File: config.mk
export PLATFORM = sky130hd
export DESIGN_NAME = sas_sequencer
export DESIGN_NICKNAME = d
export VERILOG_FILES = /design/src/hw/sas_sequencer.v /design/src/hw/sas_fifo.v
export VERILOG_INCLUDE_DIRS = /design/src /design/src/hw
export SDC_FILE = /design/constraint.sdc
export NUM_CORES = 1
export LEC_CHECK = 0
export BUFFER_PORTS_ARGS = -buffer_cell sky130_fd_sc_hd__buf_2
export CORE_AREA = 2 2 164 134
export CTS_CLUSTER_DIAMETER = 50
export CTS_CLUSTER_SIZE = 14
export DETAILED_ROUTE_END_ITERATION = 12
export DIE_AREA = 0 0 166 136
export PLACE_DENSITY = 0.56
export REMOVE_ABC_BUFFERS = 1
export SYNTH_ARGS = -nofsm -noshare
export SYNTH_HDL_FRONTEND = slang
export SYNTH_SLANG_ARGS = --single-unit
File: constraint.sdc
create_clock -name sys_clk_in -period 8.8 [get_ports sys_clk_in]
set_input_delay 0 -clock sys_clk_in [delete_from_list [all_inputs] [get_ports sys_clk_in]]
set_output_delay 0 -clock sys_clk_in [all_outputs]
set_load 0.01 [all_outputs]
File: src/hw/sas_defs.vh
// sas_defs.vh: constants of the successive-approximation sequencer
// assumes: included by bare name from hw/ design files
`ifndef SAS_DEFS_VH
`define SAS_DEFS_VH
`define SAS_RES_BITS 8
`define SAS_COARSE_BITS 4
`define SAS_FINE_BITS 4
`define SAS_FIFO_DEPTH 8
`define SAS_MODE_SAR 2'h0
`define SAS_MODE_FLASH 2'h1
`define SAS_MODE_TWO_STAGE 2'h2
`define SAS_FLASH_CMPS 15
`endif

File: src/hw/sas_sequencer.v
// sas_sequencer.v: sar sequencer, flash encoder, coarse/fine merge, output latches
// assumes: comparator and trial dac outside; cmp input settles within the trial clock
`timescale 1ns/1ns
`include "sas_defs.vh"
module sas_sequencer #(
  parameter N = `SAS_RES_BITS,
  parameter NC = `SAS_COARSE_BITS,
  parameter NF = `SAS_FINE_BITS,
  parameter FLASH_CMPS = `SAS_FLASH_CMPS,
  parameter FIFO_DEPTH = `SAS_FIFO_DEPTH
) (
  input wire sys_clk_in,
  input wire rst_n_in,
  input wire [1:0] mode_in,
  input wire sign_mag_in,
  input wire start_in,
  input wire cmp_above_in,
  input wire [FLASH_CMPS-1:0] flash_therm_in,
  input wire [FLASH_CMPS-1:0] fine_therm_in,
  input wire res_ready_in,
  output reg [N-1:0] dac_code_out,
  output reg cmp_latch_out,
  output reg busy_out,
  output reg done_out,
  output reg [N-1:0] result_out,
  output reg [N-1:0] magnitude_out,
  output reg sign_out,
  output reg res_valid_out,
  output reg [N:0] res_data_out,
  output reg overflow_out
);
  localparam ST_IDLE = 3'h0;
  localparam ST_DECIDE = 3'h2;
  localparam ST_COARSE = 3'h3;
  localparam ST_FINE = 3'h4;
  localparam ST_FLASH = 3'h5;
  localparam ST_FINISH = 3'h6;

  reg [2:0] state_ff;
  reg [2:0] nxt_state;
  reg [N-1:0] sar_ff;
  reg [N-1:0] nxt_sar;
  reg [N-1:0] bit_ff;
  reg [N-1:0] nxt_bit;
  reg [N-1:0] raw_ff;
  reg [N-1:0] nxt_raw;
  reg [NC-1:0] coarse_ff;
  reg [NC-1:0] nxt_coarse;
  reg nxt_latch;
  reg nxt_finish;
  reg [N-1:0] merged;
  wire fifo_in_ready;
  wire fifo_out_valid;
  wire [N:0] fifo_out_data;
  wire [N:0] fifo_word;
  wire [N-1:0] flash_cnt;
  wire [N-1:0] fine_cnt;
  wire take_start;
  wire out_pop;

  // thermometer to binary: count of set comparators, bubbles tolerated
  function [N-1:0] therm_count;
    input [FLASH_CMPS-1:0] t;
    integer i;
    begin
      therm_count = {N{1'b0}};
      for (i = 0; i < FLASH_CMPS; i = i + 1)
        if (t[i])
          therm_count = therm_count + 1'b1;
    end
  endfunction

  assign flash_cnt = therm_count(flash_therm_in);
  assign fine_cnt = therm_count(fine_therm_in);

  // sign bit is the msb of offset binary; magnitude folds around midscale
  function [N-1:0] fold_mag;
    input [N-1:0] code;
    begin
      if (code[N-1])
        fold_mag = {1'b0, code[N-2:0]};
      else
        fold_mag = {1'b0, ~code[N-2:0]};
    end
  endfunction

  // a new start waits for the result fifo so no result is dropped
  assign take_start = start_in && !busy_out && fifo_in_ready;

  always @* begin
    nxt_state = state_ff;
    nxt_sar = sar_ff;
    nxt_bit = bit_ff;
    nxt_raw = raw_ff;
    nxt_coarse = coarse_ff;
    nxt_latch = 1'b0;
    nxt_finish = 1'b0;
    merged = {N{1'b0}};
    case (state_ff)
      ST_IDLE: begin
        if (take_start) begin
          if (mode_in == `SAS_MODE_FLASH) begin
            nxt_state = ST_FLASH;
            nxt_latch = 1'b1;
          end else if (mode_in == `SAS_MODE_TWO_STAGE) begin
            nxt_state = ST_COARSE;
            nxt_latch = 1'b1;
          end else begin
            nxt_state = ST_DECIDE;
            nxt_sar = {1'b1, {(N-1){1'b0}}};
            nxt_bit = {1'b1, {(N-1){1'b0}}};
          end
        end
      end
      ST_DECIDE: begin
        // decision on the trial shown since the last edge, one bit per clock
        if (!cmp_above_in)
          nxt_sar = sar_ff & ~bit_ff;
        if (bit_ff[0]) begin
          nxt_state = ST_FINISH;
          nxt_raw = cmp_above_in ? sar_ff : (sar_ff & ~bit_ff);
          nxt_finish = 1'b1;
        end else begin
          nxt_bit = bit_ff >> 1;
          nxt_sar = (cmp_above_in ? sar_ff : (sar_ff & ~bit_ff)) | (bit_ff >> 1);
          nxt_state = ST_DECIDE;
        end
      end
      ST_COARSE: begin
        nxt_coarse = flash_cnt[NC-1:0];
        nxt_latch = 1'b1;
        nxt_state = ST_FINE;
      end
      ST_FINE: begin
        merged = {coarse_ff, fine_cnt[NF-1:0]};
        nxt_raw = merged;
        nxt_finish = 1'b1;
        nxt_state = ST_FINISH;
      end
      ST_FLASH: begin
        nxt_raw = flash_cnt;
        nxt_finish = 1'b1;
        nxt_state = ST_FINISH;
      end
      ST_FINISH: begin
        nxt_state = ST_IDLE;
      end
      default: begin
        nxt_state = ST_IDLE;
      end
    endcase
  end

  reg finish_ff;

  always @(posedge sys_clk_in) begin
    if (!rst_n_in) begin
      state_ff <= ST_IDLE;
      sar_ff <= {N{1'b0}};
      bit_ff <= {N{1'b0}};
      raw_ff <= {N{1'b0}};
      coarse_ff <= {NC{1'b0}};
      finish_ff <= 1'b0;
      dac_code_out <= {N{1'b0}};
      cmp_latch_out <= 1'b0;
      busy_out <= 1'b0;
    end else begin
      state_ff <= nxt_state;
      sar_ff <= nxt_sar;
      bit_ff <= nxt_bit;
      raw_ff <= nxt_raw;
      coarse_ff <= nxt_coarse;
      finish_ff <= nxt_finish;
      dac_code_out <= nxt_sar;
      cmp_latch_out <= nxt_latch;
      busy_out <= (nxt_state != ST_IDLE);
    end
  end

  // all result bits updated in one edge and held until the next finish
  always @(posedge sys_clk_in) begin
    if (!rst_n_in) begin
      result_out <= {N{1'b0}};
      magnitude_out <= {N{1'b0}};
      sign_out <= 1'b0;
      done_out <= 1'b0;
      overflow_out <= 1'b0;
    end else begin
      done_out <= finish_ff;
      if (finish_ff) begin
        result_out <= raw_ff;
        magnitude_out <= fold_mag(raw_ff);
        sign_out <= raw_ff[N-1];
      end
      // start is gated on fifo room, so this only flags a broken guard
      if (finish_ff && !fifo_in_ready)
        overflow_out <= 1'b1;
    end
  end

  assign out_pop = !res_valid_out || res_ready_in;
  // pushed on the done edge, so a start in the done cycle sees the slot taken
  assign fifo_word = sign_mag_in ? {raw_ff[N-1], fold_mag(raw_ff)} : {1'b0, raw_ff};

  sas_fifo #(
    .WIDTH(N + 1),
    .DEPTH(FIFO_DEPTH),
    .AW(3)
  ) u_fifo (
    .sys_clk_in(sys_clk_in),
    .rst_n_in(rst_n_in),
    .in_valid_in(finish_ff),
    .in_ready_out(fifo_in_ready),
    .in_data_in(fifo_word),
    .out_valid_out(fifo_out_valid),
    .out_ready_in(out_pop),
    .out_data_out(fifo_out_data)
  );

  // output stage register keeps outputs straight from flops
  always @(posedge sys_clk_in) begin
    if (!rst_n_in) begin
      res_valid_out <= 1'b0;
      res_data_out <= {(N+1){1'b0}};
    end else if (out_pop) begin
      res_valid_out <= fifo_out_valid;
      if (fifo_out_valid)
        res_data_out <= fifo_out_data;
    end
  end
endmodule // sas_sequencer

File: src/hw/sas_fifo.v
// sas_fifo.v: small synchronous result fifo, valid/ready on both sides
// assumes: one clock, synchronous active-low reset
`timescale 1ns/1ns
module sas_fifo #(
  parameter WIDTH = 9,
  parameter DEPTH = 8,
  parameter AW = 3
) (
  input wire sys_clk_in,
  input wire rst_n_in,
  input wire in_valid_in,
  output wire in_ready_out,
  input wire [WIDTH-1:0] in_data_in,
  output wire out_valid_out,
  input wire out_ready_in,
  output wire [WIDTH-1:0] out_data_out
);
  reg [WIDTH-1:0] mem [0:DEPTH-1];
  reg [AW-1:0] wr_ptr_ff;
  reg [AW-1:0] rd_ptr_ff;
  reg [AW:0] count_ff;
  wire push;
  wire pop;

  assign in_ready_out = (count_ff != DEPTH[AW:0]);
  assign out_valid_out = (count_ff != {(AW+1){1'b0}});
  assign out_data_out = mem[rd_ptr_ff];
  assign push = in_valid_in && in_ready_out;
  assign pop = out_valid_out && out_ready_in;

  function [AW-1:0] inc_ptr;
    input [AW-1:0] p;
    begin
      if (p == DEPTH[AW-1:0] - 1'b1 || DEPTH == (1 << AW) && (&p))
        inc_ptr = {AW{1'b0}};
      else
        inc_ptr = p + 1'b1;
    end
  endfunction

  always @(posedge sys_clk_in) begin
    if (push)
      mem[wr_ptr_ff] <= in_data_in;
  end

  always @(posedge sys_clk_in) begin
    if (!rst_n_in) begin
      wr_ptr_ff <= {AW{1'b0}};
      rd_ptr_ff <= {AW{1'b0}};
      count_ff <= {(AW+1){1'b0}};
    end else begin
      if (push)
        wr_ptr_ff <= inc_ptr(wr_ptr_ff);
      if (pop)
        rd_ptr_ff <= inc_ptr(rd_ptr_ff);
      if (push && !pop)
        count_ff <= count_ff + 1'b1;
      else if (pop && !push)
        count_ff <= count_ff - 1'b1;
    end
  end
endmodule // sas_fifo

# Yosys cells after proc, flatten, opt, wreduce, memory -nomap -nowiden
# Memories as Yosys holds them, arrays and structs flattened. A register that Yosys moved wholly into a read port is not among the register bits.
# Index checks and enable logic that the tools add are counted.
[classes]
mux = 59
bitwise = 4
n_addsub = 32
n_reduce_logical = 29
n_eq_ne = 14
[ops]
columns = ["op", "n"]
rows = [
  ["8-bit 2-to-1 mux", 21],
  ["8-bit by 1-bit adder with 8-bit output, second input constant", 14],
  ["4-bit 2-to-1 mux", 16],
  ["4-bit by 1-bit adder with 4-bit output, second input constant", 14],
  ["8-bit one-hot mux with 2 select lines", 2],
  ["8-bit one-hot mux with 3 select lines", 1],
  ["3-bit 2-to-1 mux", 5],
  ["3-bit == test, second input constant", 4],
  ["3-bit one-hot mux with 4 select lines", 1],
  ["2-bit != test, second input constant", 5],
  ["1-bit 2-to-1 mux", 9],
  ["9-bit 2-to-1 mux", 1],
  ["8-bit AND", 1],
  ["8-bit NOT", 1],
  ["8-bit by 7-bit OR with 8-bit output", 1],
  ["1-bit logical AND", 7],
  ["7-bit 2-to-1 mux", 1],
  ["7-bit NOT", 1],
  ["3-bit by 1-bit adder with 3-bit output, second input constant", 2],
  ["3-bit by 2-bit == test with 1-bit output, second input constant", 2],
  ["1-bit zero test", 6],
  ["3-bit AND reduction", 2],
  ["3-bit nonzero test", 2],
  ["5-bit AND reduction", 1],
  ["other kinds (13)", 18],
]
[totals]
input_bits = 38
regBits = 64
wordCells = 157
out_inout_bits = 39
mem_bits_rw = 72
n_memories = 1
[memory_table]
columns = ["name", "words", "word_bits", "rd", "rd_clocked_by_memory_dff", "write_ports", "line_no", "source"]
rows = [
  ["u_fifo.mem", 8, 9, 1, 1, 1, "sas_fifo.v:18", "reg [WIDTH-1:0] mem [0:DEPTH-1];"],
]

# Depth between registers and ports, before layout
[logic_depth]
depth_word = 30
mapped_depth = 42
depth_no_buf = 41

# Cells and area by module
# From an unflattened synthesis, not the netlist that was laid out.
[hier_totals]
cells_unflattened = 844
hier_area_um2 = 8831.0
[by_module_without_submodules]
columns = ["mod", "seq_area_each_um2", "area_per_inst_um2", "cells_each", "instances"]
rows = [
  ["sas_sequencer", 1221.2, 5371.4, 665, 1],
  ["sas_fifo", 2422.3, 3459.6, 179, 1],
]

# Least setup slack after synthesis
# OpenSTA, ideal clock, no wires.
[synth_path]
kind = "input-to-reg"
from = "input port flash_therm_in[0]"
to = "register raw_ff[6]"
path_slack_ns = 1.608
t_required_ns = 8.726
path_buffers = 1
setup_time_ns = 0.074
path_stages = 41
arrival_time_ns = 7.118
cell_sequence = "inv_1 -> ha_1 -> buf_6 -> xor2_1 -> ha_1 -> xnor2_1 -> nand2_1 -> o21ai_0 -> xor2_1 -> mux2_2 -> ha_1 -> nand2_1 -> o311a_1 -> xnor2_1 -> mux2_2 -> ha_1 -> a21oi_1 -> a21oi_1 -> (+5 left out) -> a21oi_1 -> inv_1 -> ha_1 -> nand2_1 -> o21ai_0 -> ha_1 -> nand2_1 -> nand2_1 -> ha_1 -> a21oi_1 -> o41ai_1 -> ha_1 -> nand2_1 -> or4_1 -> o2bb2ai_1 -> xor2_1 -> or3_1 -> a31oi_1"
[synth_via]
elab_chain_len = 30
[synth_rtl]
columns = ["element", "line_no", "source"]
rows = [
  ["start: declaration", "sas_sequencer.v:18", "input wire [FLASH_CMPS-1:0] flash_therm_in,"],
  ["1-bit 2-to-1 mux (*)", "sas_sequencer.v:68", "if (t[i])"],
  ["8-bit by 1-bit adder with 8-bit output", "sas_sequencer.v:69", "therm_count = therm_count + 1'b1;"],
  ["8-bit 2-to-1 mux (*)", "sas_sequencer.v:68", ""],
  ["8-bit by 1-bit adder with 8-bit output", "sas_sequencer.v:69", ""],
  ["8-bit 2-to-1 mux (*)", "sas_sequencer.v:68", ""],
  ["8-bit by 1-bit adder with 8-bit output", "sas_sequencer.v:69", ""],
  ["8-bit 2-to-1 mux (*)", "sas_sequencer.v:68", ""],
  ["8-bit by 1-bit adder with 8-bit output", "sas_sequencer.v:69", ""],
  ["(+14 left out)", "-", ""],
  ["8-bit 2-to-1 mux (*)", "sas_sequencer.v:68", ""],
  ["8-bit by 1-bit adder with 8-bit output", "sas_sequencer.v:69", ""],
  ["8-bit 2-to-1 mux (*)", "sas_sequencer.v:68", ""],
  ["8-bit by 1-bit adder with 8-bit output", "sas_sequencer.v:69", ""],
  ["8-bit 2-to-1 mux (*)", "sas_sequencer.v:68", ""],
  ["8-bit by 1-bit adder with 8-bit output", "sas_sequencer.v:69", ""],
  ["8-bit 2-to-1 mux (*)", "sas_sequencer.v:68", ""],
  ["8-bit one-hot mux with 3 select lines (*)", "sas_sequencer.v:99", "case (state_ff)"],
  ["end signal: assignment", "sas_sequencer.v:161", "raw_ff <= {N{1'b0}};"],
  ["end signal: assignment", "sas_sequencer.v:171", "raw_ff <= nxt_raw;"],
  ["end: declaration", "sas_sequencer.v:45", "reg [N-1:0] raw_ff;"],
]
# Every way passes the cells marked *; elsewhere a longest branch is shown, timed or not.
# A chain may end at the register's enable or synchronous reset.

# Final worst setup path
# Same ends and word-level chain as after synthesis.

==> impl_metrics.tcl <==
set metrics [dict create \
    ctsHtreeMaxLevel 4 \
    hp-class "primary input to flip-flop" \
    avgSynthCellArea_sq_um 10.4 \
    peakVddDrop_uv 230 \
    grt_remaining_overflow 0 \
    drive_gt1_share_pct 17.7 \
    wl_met1_mm 8.91 \
    syn-cell-area_sq_um 8830 \
    worst_r2r_path_depth 12 \
    dieArea_sq_um 22600 \
    rsz0062_at_grt "false" \
    hold_viol 0 \
    timing.final.crit_share_pct 85.4 \
    whs_path_depth 4 \
    clock_skew_ns 0.00527 \
    critPathKind "primary input to flip-flop" \
    synthArstFlopShare_pct 0 \
    grt_pass1_vias 5610 \
    area_growth_pct 14.6 \
    route.met2.wl_mm 8.00 \
    cts_hold_buf 4 \
    die_x_um 166 \
    crit_fanout 7 \
    status "finished, final reports clean" \
    drtIter0Drc 348 \
    clk_latency_ns 0.41 \
    fin_crit_ns 7.52 \
    cp.required_ns 9.14 \
    drc 0 \
    cap_violations 0 \
    port_buffers 75 \
    grt_max_degree 72 \
    synth_ff_type "edfxtp_1" \
    post_cts_resize_count 0 \
    power.density_nw_per_um2 308 \
    initial_core_util_pct 41.9 \
    critPathCaptureType "flip-flop" \
    setup_tns_ns 0 \
    routed_via_density 5.09 \
    wl_met3_um 474 \
    finalPower_w 0.00312 \
    hpwl_mm 12.8 \
    die_y_um 136 \
    clk_path_buf_depth 2 \
    antenna_found_initial 0 \
    cts_root_buf "clkbuf_16" \
    cts.sinks 143 \
    synth_edf_count 72 \
    routed_wl_mm 17.6 \
    maxUsedRoutingLayer "met4" \
    maxSlewViolCount 0 \
    dr_total_vias 6139 \
    slew_headroom_pct 26.2 \
    yosysSeqAreaShare_pct 40.6 \
    fmax_mhz 133 \
    fp-row-count 48 \
    cts_tree "built" \
    fin_nets 995 \
    route.antenna.remaining_nets 0 \
    worstMarginPinSlew_ns 1.10 \
    critPathSlowestCell "or4_1" \
    grt_pass1_wl_mm 28.7 \
    p_leak_nw 3.86 \
    clkSlewWorstSetupHoldPaths_ns 0.06 \
    first_pass_iters 6 \
    wl_per_cell_um 14.6 \
    place_congestion 0.827 \
    synth_seq_cells 143 \
    cp-start-kind "primary input" \
    num_antenna_cells 0 \
    setup_violations 0 \
    arrival_ns 7.86 \
    grt.total_usage_pct 15.9 \
    coreArea_sq_um 21100 \
    synth_warnings 0 \
    crit_top_cell "ha_1" \
    synthCells 852 \
    io_pins 77 \
    critPathMaxStageDelay_ns 0.54 \
    synth_cell_types 80 \
    cts_buffers 17 \
    cts_setup_buffers 0 \
]
==> cell usage in the layout (no fill, tap or decap), types with 4 or more instances in the layout <==
cell           instances
a22oi_1                6
and2_1                 7
mux2_2                 7
xnor2_2                8
buf_4                  7
mux4_2                18
nor3_1                11
dlygate4sd3_1          4
edfxtp_1              72
nand3b_1               6
mux2i_1               32
dfxtp_1               71
a21oi_1               42
bufinv_16              5
inv_1                 32
a21boi_0              12
nand4_1                9
xor2_1                20
nor2_1                37
o211ai_1               5
clkbuf_16             17
or3_1                  5
nand2b_1               9
o31ai_1                9
nor2b_1               44
and3_1                 4
ha_1                  39
xnor2_1               65
o21ai_0               29
o211a_1               11
a31oi_1                7
nand3_1               19
nand2_1              102
buf_2                 75
a21o_1                 4
==> report_power, final <==
group	switching, W	internal, W	leakage, nW
logic	0.000783	0.000682	2.32
clock network	0.000274	0.000505	0.307
registers	0.0000814	0.000796	1.23
==> layout make-up <==
class / count / area, sq um
flip-flops and latches: 143 / 3580
multi-input cells: 635 / 4950
well taps: 275 / 344
repair buffers: 86 / 468
inverters: 34 / 130
fillers: 1972 / 11000
clock buffers: 19 / 433
clock inverters: 13 / 211
==> metrics by stage <==
| step | cells | utilization [%] | area [sq um] | hold WS [ns] | setup WS [ns] |
|---|---|---|---|---|---|
| 2_1_floorplan | 812 | - | 8660 | 0.110 | 1.64 |
| 3_3_place_gp | 1169 | 44.8 | 9440 | 0.316 | 1.03 |
| 3_5_place_dp | 1169 | 44.8 | 9440 | 0.314 | 0.848 |
| 4_1_cts | 1205 | 48.0 | 10100 | 0.0605 | 1.28 |
| 5_1_grt | 1205 | 48.0 | 10100 | 0.0888 | 0.660 |
| 6_report | 1205 | 48.0 | 10100 | 0.0769 | 1.28 |
==> critical path: cells and delay by family <==
| kind | cells | cell delay, ns |
|---|---|---|
| simple gates | 9 | 1.43 |
| buf+inv | 3 | 0.26 |
| compound gates | 12 | 1.90 |
| mux | 2 | 0.56 |
| xor+xnor | 6 | 0.91 |
| fa+ha+maj | 9 | 2.80 |
==> cells by family after synthesis <==
kind of cell	after synthesis	synth area share [%]
AOI/OAI and AO/OA	158	12.1
xor gates and xnor gates	107	13.5
adders and majority gates	41	5.86
buffers and inverters	74	3.44
DFF	143	40.6
muxes	58	9.24
other	1	0.0425
and+or+nand+nor	270	15.2
==> layer usage <==
layer,vias up,track usage (%)
met2,84,25.3
li1,3197,-
met3,14,3.23
met1,2844,22.2
met4,0,4.20
met5,-,0
==> cell usage after synthesis (all sizes together), types with 6 or more instances <==
library cell	number	area [sq um]
o31ai	9	67.6
xor2	24	251
nor3	13	65.1
buf	10	61.3
and2	7	43.8
nand2b	9	56.3
xnor2	75	754
ha	39	488
a21boi	13	97.6
nor2	37	139
nor2b	44	275
nand2	103	389
edfxtp	72	2160
o211a	11	110
dfxtp	71	1420
a21oi	42	210
a31oi	7	43.8
mux2	8	90.1
clkbuf	30	113
inv	33	126
nand3	19	95.1
a22oi	6	45.0
mux2i	32	320
nand4	9	56.3
nand3b	6	45.0
o21ai	31	155
mux4	18	405
==> state kept, by name (all words and copies together), names as in the netlist, 3 cells and up <==
register / cells
magnitude_out: 7
u_fifo.wr_ptr_ff: 3
u_fifo.count_ff: 4
u_fifo.mem: 72
res_data_out: 9
u_fifo.rd_ptr_ff: 3
sar_ff: 8
bit_ff: 8
raw_ff: 8
result_out: 8
coarse_ff: 4
state_ff: 3
==> final timing paths <==
kind         slack [ns]                             from                         endpoint
min reg2reg        0.49     res_data_out[4]$_SDFFE_PN0P_     res_data_out[4]$_SDFFE_PN0P_
max                1.28                flash_therm_in[0]           raw_ff[6]$_SDFFE_PN0P_
max reg2reg        5.82  u_fifo.count_ff[0]$_SDFFE_PN0P_  u_fifo.count_ff[3]$_SDFFE_PN0P_
min                0.08               flash_therm_in[14]        coarse_ff[1]$_SDFFE_PN0P_
(Power assumes the default switching activity.)
